`config.mk`:
```
export PLATFORM = sky130hd
export DESIGN_NAME = btsx_exec
export DESIGN_NICKNAME = d
export VERILOG_FILES = /design/src/rtl/btsx_pkg.sv /design/src/rtl/btsx_exec.sv /design/src/rtl/btsx_decode.sv
export SDC_FILE = /design/constraint.sdc
export NUM_CORES = 1
export LEC_CHECK = 0
export BUFFER_PORTS_ARGS = -buffer_cell sky130_fd_sc_hd__buf_2
export CAP_MARGIN = 20
export CORE_AREA = 3 3 69 71
export CTS_CLUSTER_SIZE = 24
export DETAILED_ROUTE_END_ITERATION = 8
export DIE_AREA = 0 0 72 74
export MAX_ROUTING_LAYER = met4
export PLACE_DENSITY = 0.85
export SETUP_SLACK_MARGIN = 0.2
export SYNTH_ARGS = -nofsm -noshare
export SYNTH_HDL_FRONTEND = slang
export SYNTH_HIERARCHICAL = 1
export SYNTH_SLANG_ARGS = --single-unit
```
`constraint.sdc`:
```
create_clock -name ref_clk -period 1.77 [get_ports ref_clk]
set_input_delay 0.0885 -clock ref_clk [delete_from_list [all_inputs] [get_ports ref_clk]]
set_output_delay 0.0885 -clock ref_clk [all_outputs]
set_load 0.02 [all_outputs]
```
`src/rtl/btsx_pkg.sv`:
```
// package for the bit test / bit set execution block
`default_nettype none
package btsx_pkg;
    // opcode prefixes, instruction bits 15:12
    localparam logic [3:0] OPC_BIT_SET_FILE       = 4'h8;
    localparam logic [3:0] OPC_BIT_TEST_SKIP_CLEAR = 4'hb;
    localparam logic [3:0] OPC_BIT_TEST_SKIP_SET   = 4'ha;
    // field positions
    localparam int OPC_LSB  = 12;
    localparam int BIT_LSB  = 9;
    localparam int BANK_POS = 8;
    localparam int ADDR_LSB = 0;
    // access bank split: low addresses map to bank 0, high to the last bank
    localparam logic [7:0] ACCESS_SPLIT = 8'h80;
    localparam logic [3:0] ACCESS_LO_BANK = 4'h0;
    localparam logic [3:0] ACCESS_HI_BANK = 4'hf;
    // quarter phase codes
    localparam logic [1:0] PHASE_RST = 2'h0;
    localparam logic [1:0] PHASE_Q1  = 2'h0;
    localparam logic [1:0] PHASE_Q2  = 2'h1;
    localparam logic [1:0] PHASE_Q3  = 2'h2;
    localparam logic [1:0] PHASE_Q4  = 2'h3;

    typedef enum logic [1:0] {BTSX_OP_NONE, BTSX_OP_SET, BTSX_OP_SKC, BTSX_OP_SKS} btsx_op_t;

    typedef struct packed {
        btsx_op_t   op;
        logic [2:0] bit_sel;
        logic       bank_sel;
        logic [7:0] addr;
    } btsx_dec_t;

    typedef struct packed {
        logic [11:0] addr;
        logic [7:0]  data;
        logic        we;
    } btsx_wr_t;
endpackage
`default_nettype wire

```
`src/rtl/btsx_exec.sv`:
```
// execution of bit set and bit test-skip instructions over four quarter phases
// Functional notes
// - skip-if-clear skips when bit is 0
// - skip-if-set skips when bit is 1
// - skip discards prefetch, runs no-operation cycle
// - operands: address 0-255, bit 0-7, bank
// - bank bit 0 selects fixed access bank
// - bank bit 1 uses bank-select register
// - bit set forces one bit, flags untouched
`timescale 1ns/100ps
`default_nettype none
module btsx_exec (
    // clock and reset
    input  wire logic                ref_clk,
    input  wire logic                rst,
    // instruction stream, one word per instruction cycle, valid at q1
    input  wire logic [15:0]         instr,
    input  wire logic [3:0]          bank_select_register,
    // data memory read port, data returned by q2
    output logic [11:0]              rd_addr_ff,
    input  wire logic [7:0]          rd_data,
    // data memory write strobe
    output btsx_pkg::btsx_wr_t       wr_ff,
    // pipeline control
    output logic                     flush_ff,
    output logic                     nop_cycle_ff,
    output logic [1:0]               phase_ff
);
    ////////////////////////////////////////////////////////////////////////////
    // helper functions

    // bank number of the fixed access bank for a register address
    function automatic logic [3:0] access_bank(input logic [7:0] f);
        if (f < btsx_pkg::ACCESS_SPLIT) begin
            access_bank = btsx_pkg::ACCESS_LO_BANK;
        end else begin
            access_bank = btsx_pkg::ACCESS_HI_BANK;
        end
    endfunction

    // 12-bit data memory address from the bank bit, the register and the bank number
    function automatic logic [11:0] eff_addr(input logic a, input logic [7:0] f, input logic [3:0] bank);
        if (!a) begin
            eff_addr = {access_bank(f), f};
        end else begin
            eff_addr = {bank, f};
        end
    endfunction

    // the selected bit of a register value
    function automatic logic bit_of(input logic [7:0] data, input logic [2:0] b);
        bit_of = data[b];
    endfunction

    // one-hot mask of the selected bit
    function automatic logic [7:0] bit_mask(input logic [2:0] b);
        bit_mask = 8'h01 << b;
    endfunction

    ////////////////////////////////////////////////////////////////////////////
    // internal state and strobes

    // decoded instruction and register value
    btsx_pkg::btsx_dec_t dec;
    btsx_pkg::btsx_dec_t dec_ff;
    logic [7:0]          data_ff;
    logic                skip_pend_ff;

    // quarter phase enables
    logic                q1_en;
    logic                q2_en;
    logic                q3_en;
    logic                q4_en;

    // per-cycle decisions
    logic                take_instr;
    logic                skip_now;
    logic                set_now;

    btsx_decode u_dec (
        .instr (instr),
        .dec   (dec)
    );

    ////////////////////////////////////////////////////////////////////////////
    // quarter phase divider

    // counts q1 to q4, one quarter per clock
    always_ff @(posedge ref_clk) begin
        if (rst) begin
            phase_ff <= btsx_pkg::PHASE_RST;
        end else begin
            phase_ff <= phase_ff + 2'h1;
        end
    end

    // one enable pulse per quarter phase
    always_comb begin
        q1_en = (phase_ff == btsx_pkg::PHASE_Q1);
        q2_en = (phase_ff == btsx_pkg::PHASE_Q2);
        q3_en = (phase_ff == btsx_pkg::PHASE_Q3);
        q4_en = (phase_ff == btsx_pkg::PHASE_Q4);
    end

    ////////////////////////////////////////////////////////////////////////////
    // q1: decode and latch operands

    // the word prefetched during a taken skip is dropped
    always_comb begin
        take_instr = q1_en && !skip_pend_ff;
    end

    // operand fields of the instruction taken, none for a dropped word
    always_ff @(posedge ref_clk) begin
        if (rst) begin
            dec_ff <= '0;
        end else if (q1_en) begin
            if (take_instr) begin
                dec_ff <= dec;
            end else begin
                dec_ff <= '0;
            end
        end
    end

    // effective address, held through the instruction cycle
    always_ff @(posedge ref_clk) begin
        if (rst) begin
            rd_addr_ff <= '0;
        end else if (take_instr) begin
            rd_addr_ff <= eff_addr(dec.bank_sel, dec.addr, bank_select_register);
        end
    end

    ////////////////////////////////////////////////////////////////////////////
    // q2: read register f

    // rd_data has to be settled at this edge
    always_ff @(posedge ref_clk) begin
        if (rst) begin
            data_ff <= '0;
        end else if (q2_en) begin
            data_ff <= rd_data;
        end
    end

    ////////////////////////////////////////////////////////////////////////////
    // q3: process data

    // skip decision of the bit tests
    always_comb begin
        skip_now = 1'b0;
        unique case (dec_ff.op)
            btsx_pkg::BTSX_OP_SKC: begin
                skip_now = !bit_of(data_ff, dec_ff.bit_sel);
            end
            btsx_pkg::BTSX_OP_SKS: begin
                skip_now = bit_of(data_ff, dec_ff.bit_sel);
            end
            btsx_pkg::BTSX_OP_SET: begin
                skip_now = 1'b0;
            end
            btsx_pkg::BTSX_OP_NONE: begin
                skip_now = 1'b0;
            end
        endcase
    end

    // bit set writes back at the end of q3
    always_comb begin
        set_now = q3_en && (dec_ff.op == btsx_pkg::BTSX_OP_SET);
    end

    // skip decision held from q3 until the next q1
    always_ff @(posedge ref_clk) begin
        if (rst) begin
            skip_pend_ff <= 1'b0;
        end else if (q3_en) begin
            skip_pend_ff <= skip_now;
        end else if (q1_en) begin
            skip_pend_ff <= 1'b0;
        end
    end

    // write register f for bit set, seen during q4; status is left alone
    always_ff @(posedge ref_clk) begin
        if (rst) begin
            wr_ff <= '0;
        end else if (set_now) begin
            wr_ff.addr <= rd_addr_ff;
            wr_ff.data <= data_ff | bit_mask(dec_ff.bit_sel);
            wr_ff.we   <= 1'b1;
        end else begin
            wr_ff.we   <= 1'b0;
        end
    end

    ////////////////////////////////////////////////////////////////////////////
    // q4: pipeline control

    // one-clock request to drop the prefetched word
    always_ff @(posedge ref_clk) begin
        if (rst) begin
            flush_ff <= 1'b0;
        end else if (q4_en) begin
            flush_ff <= skip_pend_ff;
        end else begin
            flush_ff <= 1'b0;
        end
    end

    // marks the whole instruction cycle run as a no-operation
    always_ff @(posedge ref_clk) begin
        if (rst) begin
            nop_cycle_ff <= 1'b0;
        end else if (q1_en) begin
            nop_cycle_ff <= skip_pend_ff;
        end
    end
endmodule // btsx_exec
`default_nettype wire

```
`src/rtl/btsx_decode.sv`:
```
// instruction word decoder for the bit instructions
`timescale 1ns/100ps
`default_nettype none
module btsx_decode (
    // instruction
    input  wire logic [15:0]        instr,
    // decoded fields
    output btsx_pkg::btsx_dec_t     dec
);
    always_comb begin
        dec.bit_sel  = instr[btsx_pkg::BIT_LSB +: 3];
        dec.bank_sel = instr[btsx_pkg::BANK_POS];
        dec.addr     = instr[btsx_pkg::ADDR_LSB +: 8];
        unique case (instr[btsx_pkg::OPC_LSB +: 4])
            btsx_pkg::OPC_BIT_SET_FILE:        dec.op = btsx_pkg::BTSX_OP_SET;
            btsx_pkg::OPC_BIT_TEST_SKIP_CLEAR: dec.op = btsx_pkg::BTSX_OP_SKC;
            btsx_pkg::OPC_BIT_TEST_SKIP_SET:   dec.op = btsx_pkg::BTSX_OP_SKS;
            default:                           dec.op = btsx_pkg::BTSX_OP_NONE;
        endcase
    end
endmodule // btsx_decode
`default_nettype wire

```
Word level (Yosys, flattened, before mapping)
Cells that the tools add are included.
{"block": "word_totals", "elab_cells": 45, "input_bits": 30, "out_inout_bits": 37, "regBits": 51}
{"block": "classes", "bitwise": 2, "n_addsub": 1, "n_eq_ne": 9, "n_shift": 1, "order_cmp": 2, "muxes": 10, "n_reduce_logical": 9}
{"cell": "$mux 14", "count": 1}
{"cell": "$eq 4x4->1 const B", "count": 3}
{"cell": "$mux 12", "count": 1}
{"cell": "$eq 2x2->1 const B", "count": 4}
{"cell": "$lt 8x8->1 const B", "count": 1}
{"cell": "$or 8x8->8", "count": 1}
{"cell": "$shl 1x3->8 const A", "count": 1}
{"cell": "$pmux 2 s3", "count": 1}
{"cell": "$eq 2x1->1 const B", "count": 2}
{"cell": "$logic_not 2->1", "count": 2}
{"cell": "$lt 3x4->1 const B", "count": 1}
{"cell": "$mux 1", "count": 4}
{"cell": "$mux 4", "count": 1}
{"cell": "$reduce_or 2->1", "count": 2}
{"cell": "$bmux 1 s3", "count": 1}
{"cell": "$pmux 1 s3", "count": 1}
{"cell": "$add 2x1->2 const B", "count": 1}
{"cell": "$logic_and 1x1->1", "count": 2}
{"cell": "$logic_not 1->1", "count": 2}
{"cell": "$reduce_bool 2->1", "count": 1}
{"cell": "$not 1->1", "count": 1}

Depth between registers and ports, before layout
Gate-level depths: netlist (run 1).
{"block": "depth", "ltp_word": 5, "ltp_mapped": 8, "mapped_depth_nobuf": 6}

Cells and area by module
Netlist (run 1), hierarchy kept.
{"module": "btsx_exec", "area_each_um2": 1954.4, "cells_each": 226, "seq_area_each_um2": 1021.0, "n_inst": 1}
{"module": "btsx_decode", "area_each_um2": 111.4, "cells_each": 14, "seq_area_each_um2": 0.0, "n_inst": 1}

Least setup slack after synthesis (run 1)
OpenSTA, ideal clock, no wires.
{"block": "synth_path", "kind": "register to register", "start": "register phase_ff[0]", "end": "register dec_ff[11] (netlist bit)", "period_less_slack_ns": 1.699, "t_required_ns": 1.642, "path_buffers": 3, "arrival_time_ns": 1.572, "path_slack_ns": 0.071, "stages_incl_launch_ff": 9, "setup_ns": 0.128, "cell_sequence": "dfxtp_1 > inv_1 > ha_1 > clkbuf_1 > nor2b_1 > buf_2 > buf_2 > a2bb2oi_1 > nor2_1"}
{"block": "synth_via", "elab_chain_cells": 3}
{"element": "start: declaration", "line": "btsx_exec.sv:27", "text": "output logic [1:0] phase_ff"}
{"element": "start signal: assignment", "line": "btsx_exec.sv:91", "text": "phase_ff <= btsx_pkg::PHASE_RST;"}
{"element": "start signal: assignment", "line": "btsx_exec.sv:93", "text": "phase_ff <= phase_ff + 2'h1;"}
{"element": "$logic_not 2->1 *", "line": "btsx_exec.sv:99", "text": "q1_en = (phase_ff == btsx_pkg::PHASE_Q1);"}
{"element": "$logic_and 1x1->1", "line": "btsx_exec.sv:110", "text": "take_instr = q1_en && !skip_pend_ff;"}
{"element": "$mux 14", "line": "btsx_exec.sv:118", "text": "if (take_instr) begin"}
{"element": "end signal: assignment", "line": "btsx_exec.sv:116", "text": "dec_ff <= '0;"}
{"element": "end signal: assignment", "line": "btsx_exec.sv:119", "text": "dec_ff <= dec;"}
{"element": "end signal: assignment", "line": "btsx_exec.sv:121", "text": "dec_ff <= '0;"}
{"element": "end: declaration", "line": "btsx_exec.sv:65", "text": "btsx_pkg::btsx_dec_t dec_ff;"}
Mark *: on every way between the ends. The rest lies on a longest branch, timed or not.
A chain may end at the register's enable or synchronous reset.

Worst setup path after layout (run 1)
{"block": "layout_path", "start": "register phase_ff[0]", "end": "register wr_ff[3] (netlist bit)"}
{"block": "layout_via", "elab_chain_cells": 2}
{"element": "$eq 2x2->1", "line": "btsx_exec.sv:101", "text": "q3_en = (phase_ff == btsx_pkg::PHASE_Q3);"}
{"element": "$logic_and 1x1->1", "line": "btsx_exec.sv:171", "text": "set_now = q3_en && (dec_ff.op == btsx_pkg::BTSX_OP_SET);"}
{"element": "end: declaration", "line": "btsx_exec.sv:23", "text": "output btsx_pkg::btsx_wr_t wr_ff,"}
Every way passes these cells.

==> impl_metrics.json, run 1 <==
{
  "sw_frac_of_total": 0.244,
  "cts.sinks": 51,
  "clkPwrFrac": 0.330,
  "clockBufferDepth": 2,
  "netlist_area_mm2": 0.00207,
  "cts-htree-levels": 2,
  "hold_violations": 0,
  "dr_total_vias": 1724,
  "grt_start_max_net_pins": 21,
  "switchingPower_uw": 566,
  "core-area_mm2": 0.00429,
  "synth_top_family_by_area": "simple AND/OR/NAND/NOR gates",
  "synth-edff-count": 0,
  "synth_nets": 274,
  "max-slew-margin-rel": 0.691,
  "place_inst": 335,
  "tightest_slew_ns": 0.463,
  "setup_viol": 0,
  "worstPathRequired_ns": 1.94,
  "final_cells": 343,
  "antenna_left": 0,
  "path_cells": "inv_1 > ha_1 > nand2_1 > or2_4 > a311oi_1 > nor3_1",
  "rows": 24,
  "yosysWarnings": 6,
  "antennaDiodeCount": 0,
  "post-route-min-period_ns": 1.48,
  "yosys-mux-area-fraction": 0.0751,
  "ys_top_cells_by_count": "51 x dfxtp_1, 41 x nand2_1, 30 x nor2_1",
  "setup-tns-final_ns": 0,
  "cts_tree": "yes",
  "track_usage": 0.171,
  "synth_area_leaders": "dfxtp_1 49%, nand2_1 7.5%, a21oi_1 6.3%",
  "async_reset_ff_frac": 0,
  "cts_hold_buf": 0,
  "drtPass1Iterations": 4,
  "clk_pin_slew_ns": 0.09,
  "fill_cells": 398,
  "grt_pass1_wl_um": 6920,
  "path_class": "reg2reg",
  "r2r_slack_ns": 0.29,
  "clkLatencyLatePin_ns": 0.29,
  "ys_seq_elements": 51,
  "startpoint_type": "flop",
  "syn_inst": 240,
  "grt_setup_unrepaired": "no",
  "via_per_inst": 5.03,
  "drv_cap": 0,
  "sequentialPowerShare": 0.539,
  "grt_pass1_vias": 1584,
  "power_leakage_uw": 0.00111,
  "power_density_mw_per_mm2": 938,
  "cts-root-buf": "clkbuf_8",
  "clock_skew_ns": 0.00784,
  "final_max_slew_viol_count": 0,
  "path_max_fanout": 9,
  "globalplace.congestion": 0.923,
  "synth.most_common_cell": "dfxtp_1",
  "period_share": 0.834,
  "start_util": 0.481,
  "status": "finished, final reports clean",
  "grt-ovfl-total": 0,
  "yosys.area_share.simple": 0.213,
  "p_comb_frac": 0.131,
  "top_level_ports": 67,
  "intPower_uw": 1750,
  "drc": 0,
  "multi_input_area_um2": 873,
  "hold_class": "in2reg",
  "cts_inserted_buffers": 5,
  "synth_top_area_cell": "dfxtp_1",
  "yosys.area_share.xor_xnor": 0.00424,
  "synth_area_per_cell_um2": 8.61,
  "drt_iter0_drc": 72,
  "critical_path.endpoint_type": "flop",
  "worstPathBufferInverterCount": 1,
  "pre_cts_slack_ns": 0.212,
  "dp_hpwl_um": 3190,
  "dieArea_mm2": 0.00533,
  "max_freq_mhz": 677,
  "synth_top_flop_cell": "dfxtp_1",
  "ir_drop_mv": 0.514,
  "final-seq-area_mm2": 0.00103,
  "finalWorstSetupSlack_ns": 0.293,
  "cp_top_family": "simple AND/OR/NAND/NOR gates",
  "die_h_um": 74,
  "max_stage_delay_ns": 0.37,
  "synth_compound_area_frac": 0.0987,
  "ys_seq_area_frac": 0.494,
  "syn_to_final_growth_pct": 19.6,
  "post_drt_wl_per_cell_um": 12.5,
  "final_layout_size_suffix_gt1_frac": 0.302,
  "antenna_found_initial": 0,
  "die_w_um": 72,
  "critPathArrivalTime_ns": 1.65,
  "routed_wl_um": 4280,
  "post-synth-top-area-fraction": 0.494,
  "critPathSlowestCell": "dfxtp_4",
  "placement.io_buffers": 66,
  "fin_nets": 324,
  "synth_cell_types": 26,
  "synth_adder_area_share": 0.0242
}
-- path summary, 6_finish.rpt --
path                  to   startpoint  cells after the start
max             wr_ff[3]  phase_ff[0]                      6
max reg2reg     wr_ff[3]  phase_ff[0]                      6
min reg2reg  phase_ff[0]  phase_ff[0]                      1
min           data_ff[3]   rd_data[3]                      3
-- power groups by stage --
stage          registers, uW  logic [uW]  clock network (uW)
6_report                1250         303                 765
5_1_grt                 1260         335                 828
4_1_cts                 1250         305                 787
3_5_place_dp            1270         304                   0
3_3_place_gp            1270         298                   0
2_1_floorplan           1300         195                   0
-- cell families after synthesis --
kind of cell | Yosys count
AOI/OAI and AO/OA | 35
DFF | 51
muxes | 13
adders and majority gates | 4
xor gates and xnor gates | 1
and+or+nand+nor | 101
buffers and inverters | 35
-- flip-flops by register name (all words and copies together), names as in the netlist --
register and cells:
dec_ff 5, wr_ff 21, nop_cycle_ff 1, flush_ff 1
rd_addr_ff 12, phase_ff 2, skip_pend_ff 1, data_ff 8
-- tightest hold or removal path, delay by kind of cell --
kind / cells / cell delay (ns)
mux: 1 / 0.05
buf+inv: 1 / 0.08
simple gates: 1 / 0.07
-- layout by cell type (no fill, tap or decap), types with 4 or more instances in the layout --
cell type,count
nor2_1,30
a21oi_1,26
dfxtp_1,47
inv_1,6
clkbuf_8,5
buf_4,6
nand2_1,41
nor3_1,19
nor2b_1,5
buf_2,66
mux2i_1,11
ha_1,4
-- layer usage --
layer  share of wire  wire, um  vias to the layer above  track usage
li1                -         -                      876            -
met1            0.44      1900                      786        0.207
met2            0.48      2060                       56        0.272
met3           0.059       252                        6       0.0392
met4           0.015        65                        0       0.0752
met5               0         0                        -            -
-- through the flow --
stage	utilization	hold WS [ns]	total power [uW]	instance area (um2)
floorplan	-	0.236	1490	2070
global placement	0.547	0.324	1570	2350
detailed placement	0.547	0.335	1580	2350
CTS	0.571	0.0201	2340	2450
global route	0.575	0.0247	2420	2470
finish	0.575	0.0291	2320	2470
-- area by class of cell --
type / count / area share
timing repair buffer: 72 / 0.152
inverter: 6 / 0.00911
clock buffer: 7 / 0.0309
tap: 52 / 0.0263
sequential: 51 / 0.416
multi-input combinational: 154 / 0.353
clock inverter: 1 / 0.0122
-- timing repair --
item,4_1_cts,5_1_grt
hold endpoints to repair,0,0
gates resized for setup,0,5
setup buffers,0,0
endpoints found under the setup margin,3,19
pin swaps,0,0
Note: power is estimated with default switching activity, not from simulation.
==> run 2: changes to the inputs <==
--- a/config.mk
+++ b/config.mk
@@ -7,12 +7,12 @@
 export LEC_CHECK = 0
 export BUFFER_PORTS_ARGS = -buffer_cell sky130_fd_sc_hd__buf_2
 export CAP_MARGIN = 20
-export CORE_AREA = 3 3 69 71
+export CORE_AREA = 3 3 72 74
 export CTS_CLUSTER_SIZE = 24
 export DETAILED_ROUTE_END_ITERATION = 8
-export DIE_AREA = 0 0 72 74
+export DIE_AREA = 0 0 75 77
 export MAX_ROUTING_LAYER = met4
-export PLACE_DENSITY = 0.85
+export PLACE_DENSITY = 0.83
 export SETUP_SLACK_MARGIN = 0.2
 export SYNTH_ARGS = -nofsm -noshare
 export SYNTH_HDL_FRONTEND = slang
==> constraint.sdc (replaced) <==
create_clock -name ref_clk -period 1.3 [get_ports ref_clk]
set_input_delay 0.065 -clock ref_clk [delete_from_list [all_inputs] [get_ports ref_clk]]
set_output_delay 0.065 -clock ref_clk [all_outputs]
set_load 0.02 [all_outputs]
==> impl_metrics.json, run 2 (synthesis gave the netlist of run 1 again) <==
{
  "status": "finished with violations",
  "violations": "setup timing",
  "antenna_found_initial": 0,
  "reg_top3": "wr_ff: 21 flops, rd_addr_ff: 12 flops, data_ff: 8 flops",
  "die_w_um": 75,
  "via_per_inst": 5.19,
  "dp_hpwl_um": 3530,
  "path_max_fanout": 3,
  "pre_cts_slack_ns": -0.108,
  "ir_drop_mv": 0.659,
  "startpoint_type": "flop",
  "final_max_slew_viol_count": 0,
  "critPathArrivalTime_ns": 1.55,
  "antenna_left": 0,
  "fin_area_mm2": 0.00324,
  "final_common_cell": "buf_2",
  "setup_viol": 23,
  "postLayoutCoreUtil": 0.696,
  "reg2reg_to": "skip_pend_ff",
  "cts_tree": "yes",
  "hold_class": "in2reg",
  "dieArea_mm2": 0.00578,
  "worstPathRequired_ns": 1.49,
  "placement.io_buffers": 66,
  "drv_cap": 0,
  "power_leakage_uw": 0.00137,
  "period_share": 1.05,
  "top_register": "wr_ff",
  "fin_nets": 356,
  "cts_inserted_buffers": 5,
  "grt-ovfl-total": 0,
  "placed_area_mm2": 0.00258,
  "final_layout_size_suffix_gt1_frac": 0.562,
  "clockBufferDepth": 2,
  "reg2reg_from": "dec_ff[9]",
  "tightest_slew_ns": 0.320,
  "r2r_cells": 4,
  "dr_total_vias": 1952,
  "grt_start_max_net_pins": 27,
  "cts-htree-levels": 2,
  "hold_violations": 0,
  "start_util": 0.443,
  "power_uw": 3400,
  "antennaDiodeCount": 0,
  "cts-root-buf": "clkbuf_8",
  "largest_reg_flops": 21,
  "clk_pin_slew_ns": 0.09,
  "critical_path.endpoint_type": "flop",
  "track_usage": 0.198,
  "rows": 25,
  "post-route-min-period_ns": 1.36,
  "top_level_ports": 67,
  "final_cell_mix": "65 x buf_2, 47 x dfxtp_1, 25 x nor2_1",
  "hold_start": "rd_data[1]",
  "grt_pass1_wl_um": 8710,
  "worstHoldEndpoint": "data_ff[1]",
  "syn_to_final_growth_pct": 56.9,
  "fill_cells": 343,
  "globalplace.congestion": 0.805,
  "r2r_slack_ns": -0.06,
  "grt_pass1_vias": 1904,
  "path_class": "reg2reg",
  "drc": 0,
  "max-slew-margin-rel": 0.785,
  "grt_setup_unrepaired": "yes",
  "finalWorstSetupSlack_ns": -0.0586,
  "cts.sinks": 51,
  "max_freq_mhz": 736,
  "routed_wl_um": 5680,
  "place_inst": 351,
  "holdPathStages": 3,
  "clkLatencyLatePin_ns": 0.30,
  "post_drt_wl_per_cell_um": 15.1,
  "clock_skew_ns": 0.00796,
  "core-area_mm2": 0.00466,
  "drt_iter0_drc": 82,
  "final_cells": 376,
  "die_h_um": 77,
  "drtPass1Iterations": 4,
  "power_density_mw_per_mm2": 1050
}
==> run 2: changes by cell type in the layout (fill, tap and decap cells not counted), moves of 4 or more <==
cell,delta
a21oi_1,-24
a21oi_2,+24
nand2_1,-21
nand2_4,+17
dlygate4sd3_1,+10
buf_4,+9
buf_6,+8
nor3_1,-7
nor3_2,+6
nor2_1,-5
buf_12,+4
nand2_2,+4
==> run 2: how the worst max path moves through the flow <==
stage	from	endpoint	slack (ns)	cells past startpoint
floorplan	phase_ff[1]	dec_ff[11]	-0.12	8
global placement	dec_ff[9]	skip_pend_ff	-0.09	4
detailed placement	dec_ff[9]	skip_pend_ff	-0.11	4
CTS	dec_ff[9]	skip_pend_ff	-0.06	4
global route	dec_ff[9]	skip_pend_ff	-0.15	4
finish	dec_ff[9]	skip_pend_ff	-0.06	4
==> run 2: power breakdown <==
group          leakage (uW)  switching, uW  internal (uW)
Combinational      0.000905            377            346
Sequential         0.000418           65.3           1630
Clock             0.0000495            491            487
Total               0.00137            934           2470
==> run 2: worst max-delay path, cell delays in order, from the launching register on <==
cell,delay (ns)
dfxtp_4,0.37
mux4_2,0.48
mux2i_1,0.17
xnor2_1,0.14
o32ai_1,0.09
==> run 2: metal layers <==
metal  share of wire  up-vias  GRT usage
met5               0        -          -
met3           0.049        9     0.0446
li1                -      951          -
met1            0.42      915      0.227
met4           0.016        0     0.0658
met2            0.52       77      0.333
==> run 2: cell type report <==
cell class	count	area [um2]	area share
Inverter	6	27.5	0.00849
Multi-Input combinational cell	155	1280	0.395
Clock buffer	7	97.6	0.0301
Timing Repair Buffer	103	736	0.227
Tap cell	54	67.6	0.0208
Sequential cell	51	1030	0.319
==> run 2: repair_timing <==
item / 4_1_cts / 5_1_grt
cloned: 3 / 0
resized for setup: 38 / 64
buffers inserted: 5 / 0
endpoints found under the hold margin: 9 / 1
hold buffers: 9 / 1
pin swaps: 9 / 23
endpoints found under the setup margin: 47 / 49
==> run 2: metrics by stage <==
stage                     setup TNS (ns)  hold WS, ns
after floorplan                    -1.58        0.212
after global placement            -0.134        0.295
after detailed placement          -0.393        0.302
after CTS                        -0.0966     0.000495
after global routing               -1.78       0.0117
final                             -0.663      0.00267
==> run 3: changes to the inputs <==
==> constraint.sdc (replaced) <==
create_clock -name ref_clk -period 1.2 [get_ports ref_clk]
set_input_delay 0.06 -clock ref_clk [delete_from_list [all_inputs] [get_ports ref_clk]]
set_output_delay 0.06 -clock ref_clk [all_outputs]
set_load 0.02 [all_outputs]
==> impl_metrics.json, run 3 (synthesis gave the netlist of run 1 again) <==
{
  "wl_met1_um": 2220,
  "rows": 25,
  "cts-htree-levels": 2,
  "final_layout_size_suffix_gt1_frac": 0.503,
  "track_usage": 0.197,
  "clock_skew_ns": 0.00442,
  "r2r_cells": 7,
  "max-slew-margin-rel": 0.773,
  "final_max_slew_viol_count": 0,
  "period_share": 1.17,
  "top_layer": "met4",
  "antenna_found_initial": 0,
  "reg_top3": "wr_ff: 21 flops, rd_addr_ff: 12 flops, data_ff: 8 flops",
  "placed_area_mm2": 0.00261,
  "drtPass1Iterations": 4,
  "antenna_left": 0,
  "die_w_um": 75,
  "globalplace.congestion": 0.756,
  "grt_setup_unrepaired": "yes",
  "met3_length_um": 300,
  "grt_start_max_net_pins": 26,
  "r2r_slack_ns": -0.20,
  "wl_met2_um": 2950,
  "worstPathRequired_ns": 1.38,
  "hold_violations": 0,
  "final_common_cell": "buf_2",
  "top_level_ports": 67,
  "power_density_mw_per_mm2": 1240,
  "placement.io_buffers": 66,
  "cts_tree": "yes",
  "worstHoldEndpoint": "data_ff[7]",
  "ir_drop_mv": 0.813,
  "fin_nets": 365,
  "path_class": "reg2reg",
  "clk_pin_slew_ns": 0.09,
  "syn_to_final_growth_pct": 55.6,
  "violations": "setup timing",
  "reg2reg_from": "phase_ff[0]",
  "critical_path.endpoint_type": "flop",
  "die_h_um": 77,
  "dr_total_vias": 1928,
  "cts-root-buf": "clkbuf_8",
  "top_register": "wr_ff",
  "via_per_inst": 4.99,
  "grt-ovfl-total": 0,
  "path_max_fanout": 6,
  "startpoint_type": "flop",
  "drv_cap": 0,
  "fin_area_mm2": 0.00321,
  "reg2reg_to": "wr_ff[11]",
  "grt_pass1_vias": 1895,
  "critPathArrivalTime_ns": 1.58,
  "largest_reg_flops": 21,
  "final_cell_mix": "64 x buf_2, 48 x dfxtp_1, 28 x nor2_1",
  "post_drt_wl_per_cell_um": 14.4,
  "finalWorstSetupSlack_ns": -0.202,
  "clockBufferDepth": 2,
  "grt_pass1_wl_um": 8630,
  "drt_iter0_drc": 56,
  "drc": 0,
  "setup_viol": 39,
  "antennaDiodeCount": 0,
  "post-route-min-period_ns": 1.40,
  "hold_class": "in2reg",
  "tightest_slew_ns": 0.337,
  "status": "finished with violations",
  "core-area_mm2": 0.00466,
  "cts.sinks": 51,
  "dp_hpwl_um": 3570,
  "holdPathStages": 3,
  "setup-tns-final_ns": -4.17,
  "hold_start": "rd_data[7]",
  "start_util": 0.443,
  "dieArea_mm2": 0.00578,
  "routed_wl_um": 5570,
  "clkLatencyLatePin_ns": 0.30,
  "cts_inserted_buffers": 5,
  "max_freq_mhz": 713,
  "power_leakage_uw": 0.00142
}
## run 3: cell types whose count changed in the layout (fill, tap and decap cells not counted), moves of 3 or more
cell and change:
nor3_2 -3, nand2_4 -11, nor3_1 +3, a21oi_1 +11, nand2_1 +7, a21oi_2 -11
buf_4 +6, nand2_2 +4, nor2b_1 -3, nor2_1 +3
## run 3: report_power, final
part,internal [uW],switching (uW)
clock network,833,553
registers,1770,63.4
logic,387,375
total,2990,992
## run 3: final cells by class
class / count / area (um2)
flip-flops and latches: 51 / 1030
clock inverters: 3 / 66.3
clock buffers: 5 / 68.8
fillers: 337 / 1450
multi-input cells: 155 / 1120
inverters: 6 / 27.5
repair buffers: 112 / 828
well taps: 54 / 67.6
## run 3: worst max-delay path, cell delays in order, from the launching register on
cell       delay, ns
dfxtp_4         0.36
inv_4           0.05
ha_4            0.13
nand2_4         0.06
or2_4           0.28
bufbuf_16       0.28
nand2_1         0.06
a21oi_1         0.05
## run 3: timing repair
action,in CTS,in global routing
endpoints found under the hold margin,10,1
gates cloned,2,1
hold buffers,10,1
pin swaps,15,16
endpoints found under the setup margin,50,51
resized for setup,36,29
buffers inserted,5,2
## run 3: worst max path at each step
stage | start | to | slack (ns) | cells after the start
floorplan | phase_ff[1] | dec_ff[11] | -0.22 | 8
finish | phase_ff[0] | wr_ff[11] | -0.20 | 7
global route | phase_ff[0] | wr_ff[3] | -0.26 | 7
CTS | dec_ff[9] | skip_pend_ff | -0.21 | 4
global placement | dec_ff[9] | skip_pend_ff | -0.19 | 4
detailed placement | dec_ff[9] | skip_pend_ff | -0.27 | 4
## run 3: stage by stage
stage	power, uW	utilization	cells	hold slack (ns)	setup slack, ns
detailed placement	2460	0.561	357	0.271	-0.269
CTS	3960	0.661	382	0.000927	-0.214
global route	4140	0.690	386	0.0132	-0.256
floorplan	2260	-	240	0.207	-0.220
global placement	2430	0.561	357	0.267	-0.188
finish	3980	0.690	386	0.0151	-0.202
## run 3: layer usage
metal,vias to the layer above,GRT usage
met5,-,-
met4,0,0.0605
met3,8,0.0511
met2,65,0.350
met1,889,0.206
li1,966,-
